[config.mk]
export PLATFORM = sky130hd
export DESIGN_NAME = lfa_top
export DESIGN_NICKNAME = d
export VERILOG_FILES = /design/src/design/lfa_pkg.sv /design/src/design/lfa_blink.sv /design/src/design/lfa_top.sv
export VERILOG_INCLUDE_DIRS = /design/src /design/src/design
export SDC_FILE = /design/constraint.sdc
export NUM_CORES = 1
export LEC_CHECK = 0
export ABC_CLOCK_PERIOD_IN_PS = 7900
export BUFFER_PORTS_ARGS = -buffer_cell sky130_fd_sc_hd__buf_4
export CORE_ASPECT_RATIO = 0.8
export CORE_UTILIZATION = 40
export DETAILED_ROUTE_END_ITERATION = 16
export GPL_ROUTABILITY_DRIVEN = 1
export MAX_ROUTING_LAYER = met4
export SETUP_SLACK_MARGIN = 0.2
export SLEW_MARGIN = 15
export SYNTH_ARGS = -nofsm -noshare
export SYNTH_HDL_FRONTEND = slang
export SYNTH_SLANG_ARGS = --single-unit
[constraint.sdc]
create_clock -name clock -period 7.9 [get_ports clock]
set_input_delay 1.58 -clock clock [delete_from_list [all_inputs] [get_ports clock]]
set_output_delay 1.58 -clock clock [all_outputs]
set_load 0.02 [all_outputs]
[src/design/lfa_defs.svh]
// lfa_defs.svh: timing counts and widths for the laser fault annunciator
// assumes a single 10 MHz clock; included by bare name
`ifndef LFA_DEFS_SVH
`define LFA_DEFS_SVH

// ----------------------------------------------------------------
// clock
// ----------------------------------------------------------------
`define LFA_CLK_KHZ     10000
`define LFA_CNT_W       24

// ----------------------------------------------------------------
// times in ms and their cycle counts
// ----------------------------------------------------------------
`define LFA_QUAL_MS     420
`define LFA_QUAL_CYC    (`LFA_QUAL_MS * `LFA_CLK_KHZ)
`define LFA_PAUSE_MS    500
`define LFA_PAUSE_CYC   (`LFA_PAUSE_MS * `LFA_CLK_KHZ)
`define LFA_BLINK_ON_MS  150
`define LFA_BLINK_ON_CYC (`LFA_BLINK_ON_MS * `LFA_CLK_KHZ)
`define LFA_BLINK_OFF_MS 150
`define LFA_BLINK_OFF_CYC (`LFA_BLINK_OFF_MS * `LFA_CLK_KHZ)
`define LFA_FLASH_MS    250
`define LFA_FLASH_CYC   (`LFA_FLASH_MS * `LFA_CLK_KHZ)

// ----------------------------------------------------------------
// blink codes
// ----------------------------------------------------------------
`define LFA_CODE_UV     2'h1
`define LFA_CODE_OV     2'h2
`define LFA_CODE_SENSE  2'h3

`endif

[src/design/lfa_pkg.sv]
// lfa_pkg.sv: types shared by the laser fault annunciator
// assumes nothing beyond a SystemVerilog compiler
`default_nettype none

package lfa_pkg;

  // ----------------------------------------------------------------
  // pins and outputs
  // ----------------------------------------------------------------
  typedef struct packed {
    logic laser_enable;
    logic over_temp;
    logic under_volt;
    logic over_volt;
    logic supply_monitor_fault;
    logic board_fault;
    logic pwm_active;
  } lfa_pins_s;

  typedef struct packed {
    logic laser_ready;
    logic laser_ok;
    logic supply_fault_out;
    logic overtemp_fault;
    logic lase_ind;
    logic voltage_ok;
    logic temp_ok;
  } lfa_status_s;

  typedef struct packed {
    logic ready_lamp;
    logic supply_lamp;
    logic lase_lamp;
  } lfa_lamps_s;

  // ----------------------------------------------------------------
  // annunciation modes and blink states
  // ----------------------------------------------------------------
  typedef enum logic [2:0] {
    LFA_M_NORMAL, LFA_M_INTERLOCK, LFA_M_OVERTEMP, LFA_M_SUPPLY, LFA_M_BOARD
  } lfa_mode_e;

  typedef enum logic [1:0] {
    LFA_B_IDLE, LFA_B_ON, LFA_B_OFF, LFA_B_PAUSE
  } lfa_blink_e;

endpackage

`default_nettype wire

[src/design/lfa_blink.sv]
// lfa_blink.sv: blink code generator for the supply lamp
// assumes code_i is steady while active_i is high
`include "lfa_defs.svh"
`default_nettype none

module lfa_blink
  import lfa_pkg::*;
#(
  parameter int unsigned ON_CYC    = `LFA_BLINK_ON_CYC,
  parameter int unsigned OFF_CYC   = `LFA_BLINK_OFF_CYC,
  parameter int unsigned PAUSE_CYC = `LFA_PAUSE_CYC
) (
  // clock and reset
  input  wire logic       clock,
  input  wire logic       clock_en,
  input  wire logic       reset_n,
  // code request
  input  wire logic [1:0] code_i,
  input  wire logic       active_i,
  // lamp drive
  output logic            lamp_o
);

  // ----------------------------------------------------------------
  // state
  // ----------------------------------------------------------------
  lfa_blink_e                 state_r, state_nxt;
  logic [`LFA_CNT_W-1:0]      tmr_r, tmr_nxt;
  logic [1:0]                 blinks_r, blinks_nxt;
  logic                       lamp_r;
  wire                        tmr_done = (tmr_r == '0);

  always_comb begin
    state_nxt  = state_r;
    tmr_nxt    = tmr_done ? tmr_r : tmr_r - 1'b1;
    blinks_nxt = blinks_r;
    case (state_r)
      LFA_B_IDLE: begin
        blinks_nxt = 2'h0;
        if (active_i && code_i != 2'h0) begin
          state_nxt = LFA_B_ON;
          tmr_nxt   = `LFA_CNT_W'(ON_CYC - 1);
        end
      end
      LFA_B_ON: begin
        if (tmr_done) begin
          blinks_nxt = blinks_r + 2'h1;
          if (blinks_r + 2'h1 == code_i) begin
            state_nxt = LFA_B_PAUSE;
            tmr_nxt   = `LFA_CNT_W'(PAUSE_CYC - 1);
          end else begin
            state_nxt = LFA_B_OFF;
            tmr_nxt   = `LFA_CNT_W'(OFF_CYC - 1);
          end
        end
      end
      LFA_B_OFF: begin
        if (tmr_done) begin
          state_nxt = LFA_B_ON;
          tmr_nxt   = `LFA_CNT_W'(ON_CYC - 1);
        end
      end
      LFA_B_PAUSE: begin
        if (tmr_done) begin
          state_nxt  = LFA_B_ON;
          blinks_nxt = 2'h0;
          tmr_nxt    = `LFA_CNT_W'(ON_CYC - 1);
        end
      end
      default: state_nxt = LFA_B_IDLE;
    endcase
    if (!active_i) begin
      state_nxt = LFA_B_IDLE;
    end
  end

  always_ff @(posedge clock or negedge reset_n) begin
    if (!reset_n) begin
      state_r  <= LFA_B_IDLE;
      tmr_r    <= '0;
      blinks_r <= 2'h0;
      lamp_r   <= 1'b0;
    end else if (clock_en) begin
      state_r  <= state_nxt;
      tmr_r    <= tmr_nxt;
      blinks_r <= blinks_nxt;
      lamp_r   <= (state_nxt == LFA_B_ON);
    end
  end

  assign lamp_o = lamp_r;
endmodule // lfa_blink

`default_nettype wire

[src/design/lfa_top.sv]
// lfa_top.sv: fault supervision and status annunciation for the laser
// assumes all pin inputs are asynchronous; reset_n is the power-on reset
// How it works
// - interlock is never latched, follows enable
// - enable open: ready lamp off; restored: on
// - over-temperature: ready lamp flashes, lasing inhibited
// - after power cycle, ready steady, lasing enabled
// - under-voltage only after qualified low supply
// - under-voltage: supply lamp one-blink code
// - over-voltage only after qualified high supply
// - over-voltage: supply lamp two-blink code
// - supply monitor fault: three-blink code, latched
// - board fault: both lamps flash continuously
// - voltage faults latched until power cycle
// - interlock output pattern, supply lamp green
// - over-temperature output pattern
// - under-voltage output pattern
// - over-voltage and monitor share supply pattern
// - board fault output pattern
// - code, half-second pause, repeat until reset
`include "lfa_defs.svh"
`default_nettype none

module lfa_top
  import lfa_pkg::*;
#(
  parameter int unsigned QUAL_CYC  = `LFA_QUAL_CYC,
  parameter int unsigned PAUSE_CYC = `LFA_PAUSE_CYC,
  parameter int unsigned ON_CYC    = `LFA_BLINK_ON_CYC,
  parameter int unsigned OFF_CYC   = `LFA_BLINK_OFF_CYC,
  parameter int unsigned FLASH_CYC = `LFA_FLASH_CYC
) (
  // clock and reset
  input  wire logic  clock,
  input  wire logic  clock_en,
  input  wire logic  reset_n,
  // pins and comparator results
  input  wire lfa_pins_s pins,
  // status outputs
  output lfa_status_s status,
  output lfa_lamps_s  lamps,
  output logic        lase_permit
);

  // ----------------------------------------------------------------
  // helpers
  // ----------------------------------------------------------------
  function automatic logic [`LFA_CNT_W-1:0] qual_step(
    input logic                  cond,
    input logic [`LFA_CNT_W-1:0] cnt
  );
    if (!cond) begin
      qual_step = '0;
    end else if (cnt == `LFA_CNT_W'(QUAL_CYC)) begin
      qual_step = cnt;
    end else begin
      qual_step = cnt + 1'b1;
    end
  endfunction

  function automatic lfa_mode_e mode_of(
    input logic board, input logic supply, input logic ot, input logic en
  );
    if (board) begin
      mode_of = LFA_M_BOARD;
    end else if (supply) begin
      mode_of = LFA_M_SUPPLY;
    end else if (ot) begin
      mode_of = LFA_M_OVERTEMP;
    end else if (!en) begin
      mode_of = LFA_M_INTERLOCK;
    end else begin
      mode_of = LFA_M_NORMAL;
    end
  endfunction

  // ----------------------------------------------------------------
  // input synchronisers
  // ----------------------------------------------------------------
  lfa_pins_s pins_meta_r;
  lfa_pins_s pins_s_r;

  always_ff @(posedge clock or negedge reset_n) begin
    if (!reset_n) begin
      pins_meta_r <= '0;
      pins_s_r    <= '0;
    end else if (clock_en) begin
      pins_meta_r <= pins;
      pins_s_r    <= pins_meta_r;
    end
  end

  // ----------------------------------------------------------------
  // supply qualification and fault latches
  // ----------------------------------------------------------------
  logic [`LFA_CNT_W-1:0] uv_cnt_r, ov_cnt_r;
  logic                  uv_r, ov_r, sense_r, ot_r, board_r;
  wire  [`LFA_CNT_W-1:0] uv_cnt_nxt = qual_step(pins_s_r.under_volt, uv_cnt_r);
  wire  [`LFA_CNT_W-1:0] ov_cnt_nxt = qual_step(pins_s_r.over_volt, ov_cnt_r);
  wire                   uv_hit     = pins_s_r.under_volt &&
                                      uv_cnt_r == `LFA_CNT_W'(QUAL_CYC);
  wire                   ov_hit     = pins_s_r.over_volt &&
                                      ov_cnt_r == `LFA_CNT_W'(QUAL_CYC);

  always_ff @(posedge clock or negedge reset_n) begin
    if (!reset_n) begin
      uv_cnt_r <= '0;
      ov_cnt_r <= '0;
      uv_r     <= 1'b0;
      ov_r     <= 1'b0;
      sense_r  <= 1'b0;
      ot_r     <= 1'b0;
      board_r  <= 1'b0;
    end else if (clock_en) begin
      uv_cnt_r <= uv_cnt_nxt;
      ov_cnt_r <= ov_cnt_nxt;
      uv_r     <= uv_r | uv_hit;
      ov_r     <= ov_r | ov_hit;
      sense_r  <= sense_r | pins_s_r.supply_monitor_fault;
      ot_r     <= ot_r | pins_s_r.over_temp;
      board_r  <= board_r | pins_s_r.board_fault;
    end
  end

  // ----------------------------------------------------------------
  // mode decode and blink code
  // ----------------------------------------------------------------
  wire        supply_any = uv_r | ov_r | sense_r;
  wire        any_fault  = supply_any | ot_r | board_r;
  lfa_mode_e  mode;
  wire  [1:0] code = sense_r ? `LFA_CODE_SENSE :
                     ov_r    ? `LFA_CODE_OV    :
                     uv_r    ? `LFA_CODE_UV    : 2'h0;

  assign mode = mode_of(board_r, supply_any, ot_r, pins_s_r.laser_enable);

  // ----------------------------------------------------------------
  // continuous flash and blink code engine
  // ----------------------------------------------------------------
  logic [`LFA_CNT_W-1:0] flash_cnt_r;
  logic                  flash_r;
  logic                  code_lamp;
  wire                   flash_wrap = (flash_cnt_r == `LFA_CNT_W'(FLASH_CYC - 1));

  always_ff @(posedge clock or negedge reset_n) begin
    if (!reset_n) begin
      flash_cnt_r <= '0;
      flash_r     <= 1'b0;
    end else if (clock_en) begin
      flash_cnt_r <= flash_wrap ? '0 : flash_cnt_r + 1'b1;
      flash_r     <= flash_wrap ? ~flash_r : flash_r;
    end
  end

  lfa_blink #(
    .ON_CYC    (ON_CYC),
    .OFF_CYC   (OFF_CYC),
    .PAUSE_CYC (PAUSE_CYC)
  ) u_blink (
    .clock    (clock),
    .clock_en (clock_en),
    .reset_n  (reset_n),
    .code_i   (code),
    .active_i (mode == LFA_M_SUPPLY),
    .lamp_o   (code_lamp)
  );

  // ----------------------------------------------------------------
  // output pattern per mode
  // ----------------------------------------------------------------
  lfa_status_s status_nxt;
  lfa_lamps_s  lamps_nxt;
  logic        permit_nxt;

  always_comb begin
    status_nxt = '0;
    lamps_nxt  = '0;
    permit_nxt = 1'b0;
    case (mode)
      LFA_M_NORMAL: begin
        status_nxt.laser_ready = 1'b1;
        status_nxt.laser_ok    = 1'b1;
        status_nxt.lase_ind    = pins_s_r.pwm_active;
        status_nxt.voltage_ok  = 1'b1;
        status_nxt.temp_ok     = 1'b1;
        lamps_nxt.ready_lamp   = 1'b1;
        lamps_nxt.supply_lamp  = 1'b1;
        lamps_nxt.lase_lamp    = pins_s_r.pwm_active;
        permit_nxt             = 1'b1;
      end
      LFA_M_INTERLOCK: begin
        status_nxt.voltage_ok  = 1'b1;
        status_nxt.temp_ok     = 1'b1;
        lamps_nxt.supply_lamp  = 1'b1;
      end
      LFA_M_OVERTEMP: begin
        status_nxt.overtemp_fault = 1'b1;
        status_nxt.voltage_ok     = 1'b1;
        lamps_nxt.ready_lamp      = flash_r;
        lamps_nxt.supply_lamp     = 1'b1;
      end
      LFA_M_SUPPLY: begin
        status_nxt.supply_fault_out = 1'b1;
        status_nxt.temp_ok          = 1'b1;
        lamps_nxt.supply_lamp       = code_lamp;
      end
      LFA_M_BOARD: begin
        status_nxt.supply_fault_out = 1'b1;
        status_nxt.temp_ok          = 1'b1;
        lamps_nxt.ready_lamp        = flash_r;
        lamps_nxt.supply_lamp       = flash_r;
      end
      default: begin
        status_nxt = '0;
      end
    endcase
  end

  always_ff @(posedge clock or negedge reset_n) begin
    if (!reset_n) begin
      status      <= '0;
      lamps       <= '0;
      lase_permit <= 1'b0;
    end else if (clock_en) begin
      status      <= status_nxt;
      lamps       <= lamps_nxt;
      lase_permit <= permit_nxt;
    end
  end
endmodule // lfa_top

`default_nettype wire

==> results of run 1 <==
-- critical path, delay by kind of cell --
family / cells / cell delay [ns]
buffers and inverters: 3 / 1.02
and+or+nand+nor: 2 / 1.00
AOI/OAI and AO/OA: 2 / 0.26
-- report_power, final --
group | switching (W) | internal (W)
combinational | 0.000126 | 0.0000979
clock | 0.000287 | 0.000582
sequential | 0.0000817 | 0.000724
-- through the flow --
step | worst slack, ns | hold slack, ns
after floorplan | 4.71 | 0.445
after global placement | 3.95 | 0.465
after detailed placement | 3.77 | 0.469
after CTS | 4.21 | 0.481
after global routing | 4.22 | 0.504
final | 4.35 | 0.477
-- how the worst min path moves through the flow --
stage / end / depth (start not counted)
after floorplan: board_r / 2
after CTS: flash_cnt_r[23] / 1
after global placement: flash_cnt_r[23] / 1
after detailed placement: flash_cnt_r[23] / 1
after global routing: flash_cnt_r[23] / 1
final: flash_cnt_r[23] / 1
-- flip-flops by register name, indices dropped and copies added (netlist names) --
name              flops
status                5
ov_cnt_r             24
ot_r                  1
u_blink.blinks_r      2
u_blink.lamp_o        1
sense_r               1
flash_r               1
lamps                 3
uv_cnt_r             24
flash_cnt_r          24
pins_s_r              7
u_blink.tmr_r        24
uv_r                  1
u_blink.state_r       2
board_r               1
pins_meta_r           7
ov_r                  1
-- synth_stat cells (5+ instances only) --
cell type,n,area (sq um)
dfrtp_1,129,3230
nand2_1,80,300
nor2_1,64,240
o21ai_0,52,260
nand3_1,36,180
xnor2_1,26,228
nand4_1,24,150
and3_1,23,144
nor3_1,23,115
a21oi_1,21,105
clkbuf_1,21,78.8
nor4_1,21,131
inv_1,20,75.1
o31ai_1,20,150
xor2_1,19,166
a21o_1,14,105
mux2_2,12,135
or3_1,11,68.8
ha_1,8,100
and2_1,7,43.8
o21a_1,7,52.6
or4_1,6,45.0
nand2b_1,5,31.3
nor2b_1,5,31.3
-- cell families after synthesis --
| kind of cell | share of synthesized area [%] |
|---|---|
| AOI/OAI and AO/OA | 15.1 |
| xor gates and xnor gates | 5.83 |
| adders and majority gates | 1.48 |
| buffers and inverters | 3.11 |
| DFF | 47.8 |
| muxes | 2.30 |
| and+or+nand+nor | 24.4 |
-- final cells by class --
type | instances | area share, %
Sequential cell | 129 | 41.6
Clock buffer | 21 | 6.07
Clock inverter | 10 | 2.34
Timing Repair Buffer | 25 | 2.42
Inverter | 22 | 1.07
Tap cell | 220 | 3.55
Multi-Input combinational cell | 543 | 42.9
-- layout by cell type, fill, tap and decap left out, types with 4 or more instances in the layout --
cell / synthesis / layout
buf_4: 3 / 25
xnor2_1: 26 / 26
nor2_1: 64 / 64
nor3_1: 23 / 23
nand4_1: 24 / 24
inv_1: 20 / 20
nand2b_1: 5 / 5
dfrtp_1: 129 / 129
clkbuf_16: 0 / 17
o21a_1: 7 / 7
a21o_1: 14 / 14
bufinv_16: 0 / 5
or3_1: 11 / 11
o31ai_1: 20 / 20
ha_1: 8 / 8
a21oi_1: 21 / 21
o21ai_0: 52 / 52
and3_1: 23 / 23
and2_1: 7 / 7
nor4_1: 21 / 20
nand3_1: 36 / 36
and4_1: 4 / 4
mux2_2: 12 / 12
nor2b_1: 5 / 5
nand2_1: 80 / 80
or4_1: 6 / 6
nor4b_1: 4 / 4
o41ai_1: 4 / 4
xor2_1: 19 / 19
-- layer usage --
layer / track usage [%] / vias up
li1: - / 2666
met1: 27.8 / 2661
met2: 26.8 / 180
met3: 4.44 / 21
met4: 6.31 / 0
met5: - / -
==> run summary, run 1 <==
## Final layout
• count of placed standard cells in the final layout, fillers left out: 970
• combined flip-flop and latch cell area: 0.00323 sq mm
• layout-stage area growth over the synthesis result: 14.7%
• fraction of layout instances using a drive strength above 1: 10.9%
• fillcell total: 1,521
• net count reported at finish: 756
• count of antenna diodes in the layout: 0
• area occupied by multi-input gates: 0.00333 sq mm
• post-route cell area: 0.00775 sq mm
• Final Util: 46.8%

## Floorplan
• die outline width: 147 microns
• I/O pin count: 21
• CORE AREA: 0.0166 sq mm
• die area: 0.0174 sq mm
• Row Count: 42
• Chip Height: 118 microns
• initial standard-cell utilization of the core: 40.8%

## CTS
• H-tree depth: 4
• hold-fix buffers at CTS: 0
• TritonCTS clock tree: built
• number of buffers created by CTS: 17
• clock-pin slew reported for the worst setup and hold paths after clock tree synthesis: 0.06 ns
• number of buffers added for setup after CTS: 0
• Max Root-Sink Buffers: 2
• clock insertion delay at the later pin of the skew report: 0.43 ns
• number of gates given a new drive strength after cts: 0
• Num Clock Sinks: 129
• CTS root buffer: clkbuf_16

## Worst setup path
• termination of the worst setup path: uv_cnt_r[22]
• kind of critical path: primary input to flop
• crit path launch: clock_en
• element type at the critical path end: flop
• slowest cell on the critical path: or4_1
• Req. time, crit path: 8.24 ns
• slowest stage delay, CP: 0.55 ns
• Critical Path Fanout Max: 39
• worst r2r src: u_blink.tmr_r[0]
• flop2flop setup slack: 4.95 ns
• critical path launch point type: primary input
• Reg2Reg Depth: 6
• worst flop-to-flop path endpoint: u_blink.tmr_r[19]
• CP dominant cell by count: buf_4
• arrival time at the worst endpoint: 3.90 ns
• chain of cells forming the critical path: buf_4 > buf_4 > o41ai_2 > buf_4 > or2_2 > or4_1 > o211ai_1

## Logic synthesis
• Cells after Synth: 724
• mean cell area of the mapped netlist: 9.34 sq um
• fraction of registers with async set or reset after synthesis: 100%
• count of flip-flops with a built-in enable after synthesis: 0
• Syn Nets: 742
• post-synth cell types: 62
• cell area after synthesis: 0.00676 sq mm
• Seq cells post-synth: 129
• number of warnings reported in the yosys synthesis log: 0
• Primary FF master, synth: dfrtp_1
• Seq/Total Area, Yosys: 47.8%

## Min path
• Worst Hold Class: flop to flop
• startpoint of the most critical hold path: flash_cnt_r[23]

## Route
• count of TritonRoute iterations in the first routing pass: 5
• met1 wire length: 7870 microns
• highest metal layer with signal wires: met4
• post-detailed-route DRC marker count: 0
• total length of routed wires: 15,400 microns
• sum of met3 wire segment lengths after detailed routing: 854 microns
• detailed route wirelength on metal2: 6510 microns
• via/cell ratio: 5.70
• routed wire length per instance: 15.9 microns
• iteration-0 DRC count of the detailed router: 488
• count of vias placed by the detailed router: 5,528
• residual antenna-violating net count after detailed routing: 0

## GRT
• global-route wire length before repair: 26,200 microns
• antenna violations before repair: 0
• via count of the first global-routing pass: 5,097
• largest net degree at the start of global routing: 74
• GRT Residual Overflow: 0
• global-route usage over all layers: 19.4%

## Job
• Maximum Capacitance Violations: 0

## Place
• routability cong.: 0.855
• Cell Area, Placed: 0.00709 sq mm
• Cells after DPL: 939
• final HPWL from detailed placement: 10,300 microns
• Port Buffers: 20

## Timing
• minimum period implied by the final worst setup slack: 3.55 ns
• max-slew headroom at the worst pin: 30.0%
• number of failing hold endpoints at the final stage: 0
• Max Clock Freq: 0.282 GHz
• final clock skew: 0.0113 ns
• setup repair after global routing missed its margin: false
• total setup violations reported at the end of the flow: 0
• post-route fraction of the period consumed by the critical path: 45.0%
• Total Neg Setup Slack: 0 ns
• measured slew at the worst slew-check pin: 1.04 ns
• final-report max-slew violation count: 0

## Run status
• status: completed

## Power
• leakage: 3.30 nW
• total chip power: 0.00190 W
• maximum ir drop on the vdd rail: 111 uV
• power density cells: 245 mW/mm^2

Power figures use the tool's default switching activity.
==> run 2: changes to the inputs <==
- ABC_CLOCK_PERIOD_IN_PS: 7900 -> 3700
- clock period: 7.9 -> 3.7 ns (I/O delays scaled with it)
==> run 2 against run 1 <==
- sequential power rose by 110%
- sequential share of layout area fell by 0.24 points
- power rose by 110%
- utilization rose by 0.27 points
- non-clock buffer count rose by 7
- final cell count rose by 0.82%
- critical path depth fell by 1
- die area did not move
- via count rose by 0.29%
- wire length rose by 6.2%
- largest cell class unchanged
==> run summary, run 2 (synthesis results as in run 1) <==
## Final layout
• count of antenna diodes in the layout: 0, unchanged
• fillcell total: 1,555, +2.2%
• count of placed standard cells in the final layout, fillers left out: 978, +0.82%
• combined flip-flop and latch cell area: 0.00323 sq mm, unchanged
• area occupied by multi-input gates: 0.00332 sq mm, -0.19%
• layout-stage area growth over the synthesis result: 15.4%
• fraction of layout instances using a drive strength above 1: 11.7%, +0.81 points
• net count reported at finish: 763, +0.93%
• most used cells in the layout excluding fill and tap cells: dfrtp_1 (129), nand2_1 (80), nor2_1 (64), o21ai_0 (52), nand3_1 (36)
• post-route cell area: 0.00780 sq mm, +0.58%
• most common library cell in the layout ignoring fill and taps: dfrtp_1

## Timing
• max-slew headroom at the worst pin: 32.8%, +2.8 points
• number of failing hold endpoints at the final stage: 0, unchanged
• post-layout worst setup margin: 0.971 ns, -3.38 ns
• Total Neg Setup Slack: 0 ns, unchanged
• post-route fraction of the period consumed by the critical path: 73.8%
• final-report max-slew violation count: 0, unchanged
• measured slew at the worst slew-check pin: 1.00 ns, -0.0357 ns
• total setup violations reported at the end of the flow: 0, unchanged
• setup repair after global routing missed its margin: false
• final clock skew: 0.00620 ns, -0.00506 ns
• final worst hold slack: 0.255 ns, -0.221 ns
• minimum period implied by the final worst setup slack: 2.73 ns
• Max Clock Freq: 0.366 GHz

## Route
• routed wire length per instance: 16.7 microns, +5.3%
• count of vias placed by the detailed router: 5,544, +0.29%
• post-detailed-route DRC marker count: 0, unchanged
• residual antenna-violating net count after detailed routing: 0, unchanged
• via/cell ratio: 5.67, -0.53%
• count of TritonRoute iterations in the first routing pass: 5, unchanged
• total length of routed wires: 16,400 microns, +6.2%
• iteration-0 DRC count of the detailed router: 509, +4.3%

## CTS
• TritonCTS clock tree: built
• H-tree depth: 4, unchanged
• clock insertion delay at the later pin of the skew report: 0.43 ns, about the same
• number of gates given a new drive strength after cts: 0, unchanged
• hold-fix buffers at CTS: 0, unchanged
• CTS root buffer: clkbuf_16
• clock-pin slew reported for the worst setup and hold paths after clock tree synthesis: 0.06 ns, about the same
• number of buffers created by CTS: 17, unchanged
• Num Clock Sinks: 129, unchanged
• Max Root-Sink Buffers: 2, unchanged
• number of buffers added for setup after CTS: 0, unchanged

## Floorplan
• I/O pin count: 21, unchanged
• die outline width: 147 microns, unchanged
• Row Count: 42, unchanged
• CORE AREA: 0.0166 sq mm, unchanged
• initial standard-cell utilization of the core: 40.8%, unchanged
• Chip Height: 118 microns, unchanged
• die area: 0.0174 sq mm, unchanged

## Worst setup path
• crit path launch: u_blink.tmr_r[4]
• critical path launch point type: flop
• Critical Path Fanout Max: 7, -82%
• flop2flop setup slack: 0.97 ns, -3.98 ns
• element type at the critical path end: flop
• kind of critical path: flop to flop
• worst r2r src: u_blink.tmr_r[4]
• Reg2Reg Depth: 6, unchanged
• Req. time, crit path: 3.99 ns, -4.25 ns
• worst flop-to-flop path endpoint: u_blink.tmr_r[15]
• arrival time at the worst endpoint: 3.02 ns, -0.88 ns

## Place
• Cell Area, Placed: 0.00716 sq mm, +0.92%
• post-placement worst setup slack: 1.02 ns, -2.75 ns
• Cells after DPL: 946, +0.75%
• Port Buffers: 20, unchanged
• final HPWL from detailed placement: 11,100 microns, +7.6%
• routability cong.: 0.833, -2.6%

## GRT
• global-route usage over all layers: 20.6%, +1.2 points
• GRT Residual Overflow: 0, unchanged
• global-route wire length before repair: 27,800 microns, +6.2%
• via count of the first global-routing pass: 5,420, +6.3%
• antenna violations before repair: 0, unchanged
• largest net degree at the start of global routing: 73, -1.4%

## Power
• maximum ir drop on the vdd rail: 261 uV, +130%
• leakage: 3.32 nW, +0.58%
• power density cells: 516 mW/mm^2, +110%

## Job
• Maximum Capacitance Violations: 0, unchanged

## Min path
• Worst Hold Class: primary input to asynchronous set/reset pin

## Run status
• status: completed

[run 2: area by class of cell]
type,instances,share of cell area [%]
inverter,22,1.06
multi-input combinational,543,42.6
clock inverter,12,2.33
tap,220,3.53
sequential,129,41.4
clock buffer,20,5.86
timing repair buffer,32,3.24
[run 2: metrics by stage]
| stage | power, W | utilization [%] |
|---|---|---|
| 2_1_floorplan | 0.00205 | - |
| 3_3_place_gp | 0.00220 | 43.3 |
| 3_5_place_dp | 0.00222 | 43.3 |
| 4_1_cts | 0.00406 | 47.1 |
| 5_1_grt | 0.00420 | 47.1 |
| 6_report | 0.00402 | 47.1 |
[run 2: metal layers]
metal / global-route usage [%] / share of wire, % / vias up
li1: - / - / 2670
met1: 29.3 / 51 / 2724
met5: - / 0 / -
met3: 4.36 / 4.3 / 15
met2: 29.3 / 44 / 135
met4: 5.93 / 1.0 / 0
[run 2: worst max-delay path by stage]
stage | end | slack, ns | depth (start not counted)
2_1_floorplan | u_blink.tmr_r[22] | 1.20 | 6
3_3_place_gp | u_blink.tmr_r[15] | 1.03 | 6
3_5_place_dp | u_blink.tmr_r[20] | 1.02 | 6
4_1_cts | u_blink.tmr_r[15] | 1.0 | 6
5_1_grt | u_blink.tmr_r[19] | 0.77 | 6
6_report | u_blink.tmr_r[15] | 0.97 | 6
[run 2: report_power, final]
part	internal, W	total, W	switching, W
Clock	0.00116	0.00181	0.000650
Combinational	0.000214	0.000490	0.000276
Sequential	0.00154	0.00172	0.000170
Total	0.00292	0.00402	0.00110
[run 2: worst max-delay path, stage by stage (launching register included)]
cell and delay, ns:
dfrtp_1 0.44, or4_4 0.59, or4_4 0.53, nor4_1 0.50
o2111a_1 0.34, a211o_1 0.11, o21ai_0 0.08
==> run 3: changes to the inputs <==
- ABC_CLOCK_PERIOD_IN_PS: 3700 -> 2400
- clock period: 3.7 -> 2.4 ns (I/O delays scaled with it)
==> run 3 against run 2 <==
- the flow now finishes with violations (setup timing)
- non-clock buffer count grew 63
- utilization grew 5.3 points
- sequential power grew 50%
- clock skew is essentially flat
- flip-flop and latch count is the same
- critical endpoint is now u_blink.tmr_r[22]
- count of clock-buffer cells in the layout is the same
- final cell count grew 6.5%
- largest cell class unchanged
- combinational power grew 140%
==> run summary, run 3 (synthesis results as in run 1) <==
## Run status
• status: finished, violations left
• violated checks: setup timing

## Worst setup path
• arrival time at the worst endpoint: 2.78 ns, -0.24 ns
• slowest stage delay, CP: 0.53 ns, -0.06 ns
• slowest cell on the critical path: or4_4
• element type at the critical path end: flop
• Req. time, crit path: 2.70 ns, -1.29 ns
• chain of cells forming the critical path: or4_4 > or4_4 > or4_4 > o21a_1 > o21ai_1 > nand3_1
• CP dominant cell by count: or4_4
• critical path launch point type: flop
• Critical Path Fanout Max: 4, -3
• kind of critical path: flop to flop

## GRT
• antenna violations before repair: 0, unchanged
• global-route wire length before repair: 28,000 microns, +0.94%
• global-route usage over all layers: 20.8%, +0.28 points
• via count of the first global-routing pass: 5,657, +4.4%
• largest net degree at the start of global routing: 51, -30%
• GRT Residual Overflow: 0, unchanged

## Timing
• setup repair after global routing missed its margin: true
• total setup violations reported at the end of the flow: 6, +6
• measured slew at the worst slew-check pin: 0.699 ns, -0.306 ns
• number of failing hold endpoints at the final stage: 0, unchanged
• post-layout worst setup margin: -0.0764 ns, -1.05 ns
• Max Clock Freq: 0.404 GHz, +10%
• final-report max-slew violation count: 0, unchanged
• final clock skew: 0.00633 ns, +0.000130 ns
• minimum period implied by the final worst setup slack: 2.48 ns, -0.253 ns
• max-slew headroom at the worst pin: 53.2%, +20 points
• Total Neg Setup Slack: -0.233 ns, -0.233 ns
• post-route fraction of the period consumed by the critical path: 103%, +29 points

## Route
• count of vias placed by the detailed router: 5,966, +7.6%
• routed wire length per instance: 16.9 microns, +1.0%
• post-detailed-route DRC marker count: 0, unchanged
• count of TritonRoute iterations in the first routing pass: 5, unchanged
• total length of routed wires: 17,600 microns, +7.6%
• via/cell ratio: 5.73, +1.0%
• residual antenna-violating net count after detailed routing: 0, unchanged
• iteration-0 DRC count of the detailed router: 586, +15%

## CTS
• number of buffers created by CTS: 17, unchanged
• hold-fix buffers at CTS: 0, unchanged
• H-tree depth: 4, unchanged
• CTS root buffer: clkbuf_16
• clock insertion delay at the later pin of the skew report: 0.42 ns, about the same
• clock-pin slew reported for the worst setup and hold paths after clock tree synthesis: 0.06 ns, about the same
• Num Clock Sinks: 129, unchanged
• Max Root-Sink Buffers: 2, unchanged
• TritonCTS clock tree: built

## Final layout
• Final Util: 52.4%, +5.3 points
• area occupied by multi-input gates: 0.00372 sq mm, +12%
• layout-stage area growth over the synthesis result: 28.4%
• count of antenna diodes in the layout: 0, unchanged
• most common library cell in the layout ignoring fill and taps: dfrtp_1
• fillcell total: 1,434, -7.8%
• fraction of layout instances using a drive strength above 1: 25.7%, +14 points
• combined flip-flop and latch cell area: 0.00323 sq mm, +0.12%
• most used cells in the layout excluding fill and tap cells: dfrtp_1 (126), nand2_1 (77), buf_4 (73), nor2_1 (60), o21ai_0 (37)
• net count reported at finish: 827, +8.4%

## Floorplan
• I/O pin count: 21, unchanged
• die outline width: 147 microns, unchanged
• initial standard-cell utilization of the core: 40.8%, unchanged
• Chip Height: 118 microns, unchanged
• Row Count: 42, unchanged
• CORE AREA: 0.0166 sq mm, unchanged
• die area: 0.0174 sq mm, unchanged

## Job
• Maximum Capacitance Violations: 0, unchanged

## Power
• power density cells: 729 mW/mm^2, +41%
• maximum ir drop on the vdd rail: 485 uV, +86%
• leakage: 3.74 nW, +13%

## Place
• final HPWL from detailed placement: 11,200 microns, +1.5%
• routability cong.: 0.924, +11%
• Port Buffers: 20, unchanged

## Min path
• Worst Hold Class: primary input to asynchronous set/reset pin

==> run 3: repair_timing <==
item / in CTS / in global routing
setup endpoints to repair: 27 / 59
buffers inserted: 8 / 15
gates resized for setup: 19 / 90
pin swaps: 7 / 20
gates cloned: 1 / 4
==> run 3: final timing paths <==
path | slack, ns | cells after the start | start | to
min | 0.01 | 1 | reset_n | lamps[1]
max in group asynchronous | 1.64 | 2 | reset_n | uv_cnt_r[1]
max reg2reg | -0.08 | 6 | u_blink.tmr_r[9] | u_blink.tmr_r[22]
min in group clock | 0.29 | 2 | pins[0] | pins_meta_r[0]
min reg2reg | 0.47 | 1 | pins_s_r[5] | ot_r
max | -0.08 | 6 | u_blink.tmr_r[9] | u_blink.tmr_r[22]
==> run 3: layout make-up <==
class / instances / share of cell area [%]
clock inverter: 12 / 1.54
multi-input combinational: 544 / 42.8
inverter: 22 / 0.951
tap: 220 / 3.17
clock buffer: 20 / 5.15
timing repair buffer: 95 / 9.15
sequential: 129 / 37.2
==> run 3: metrics by stage <==
step	cell area, sq um	instances	hold WS, ns	worst slack [ns]	power (W)
after detailed placement	7450	982	0.467	-0.121	0.00360
after global routing	8680	1042	0.0478	-0.147	0.00663
after floorplan	6790	724	0.184	-0.0684	0.00317
after global placement	7450	982	0.460	-0.102	0.00356
final	8680	1042	0.0117	-0.0764	0.00633
after CTS	8180	1023	0.0158	-0.0637	0.00625
==> run 3: layer usage <==
layer / track usage, % / vias to the layer above / wire (microns)
met2: 29.7 / 191 / 7770
met5: - / - / 0
li1: - / 2816 / -
met3: 4.75 / 28 / 1050
met1: 28.8 / 2931 / 8530
met4: 7.73 / 0 / 263
==> run 3: worst max-delay path, delay by kind of cell, from the launching register on <==
family	cells	cell delay (ns)
AOI/OAI and AO/OA	2	0.31
DFF	1	0.39
and+or+nand+nor	4	1.65
==> run 3: report_power, final <==
| part | leakage [nW] | total [W] | internal, W | switching (W) |
|---|---|---|---|---|
| Clock | 0.269 | 0.00255 | 0.00156 | 0.000992 |
| Sequential | 1.68 | 0.00258 | 0.00238 | 0.000201 |
| Combinational | 1.80 | 0.00120 | 0.000570 | 0.000628 |
| Total | 3.74 | 0.00633 | 0.00451 | 0.00182 |
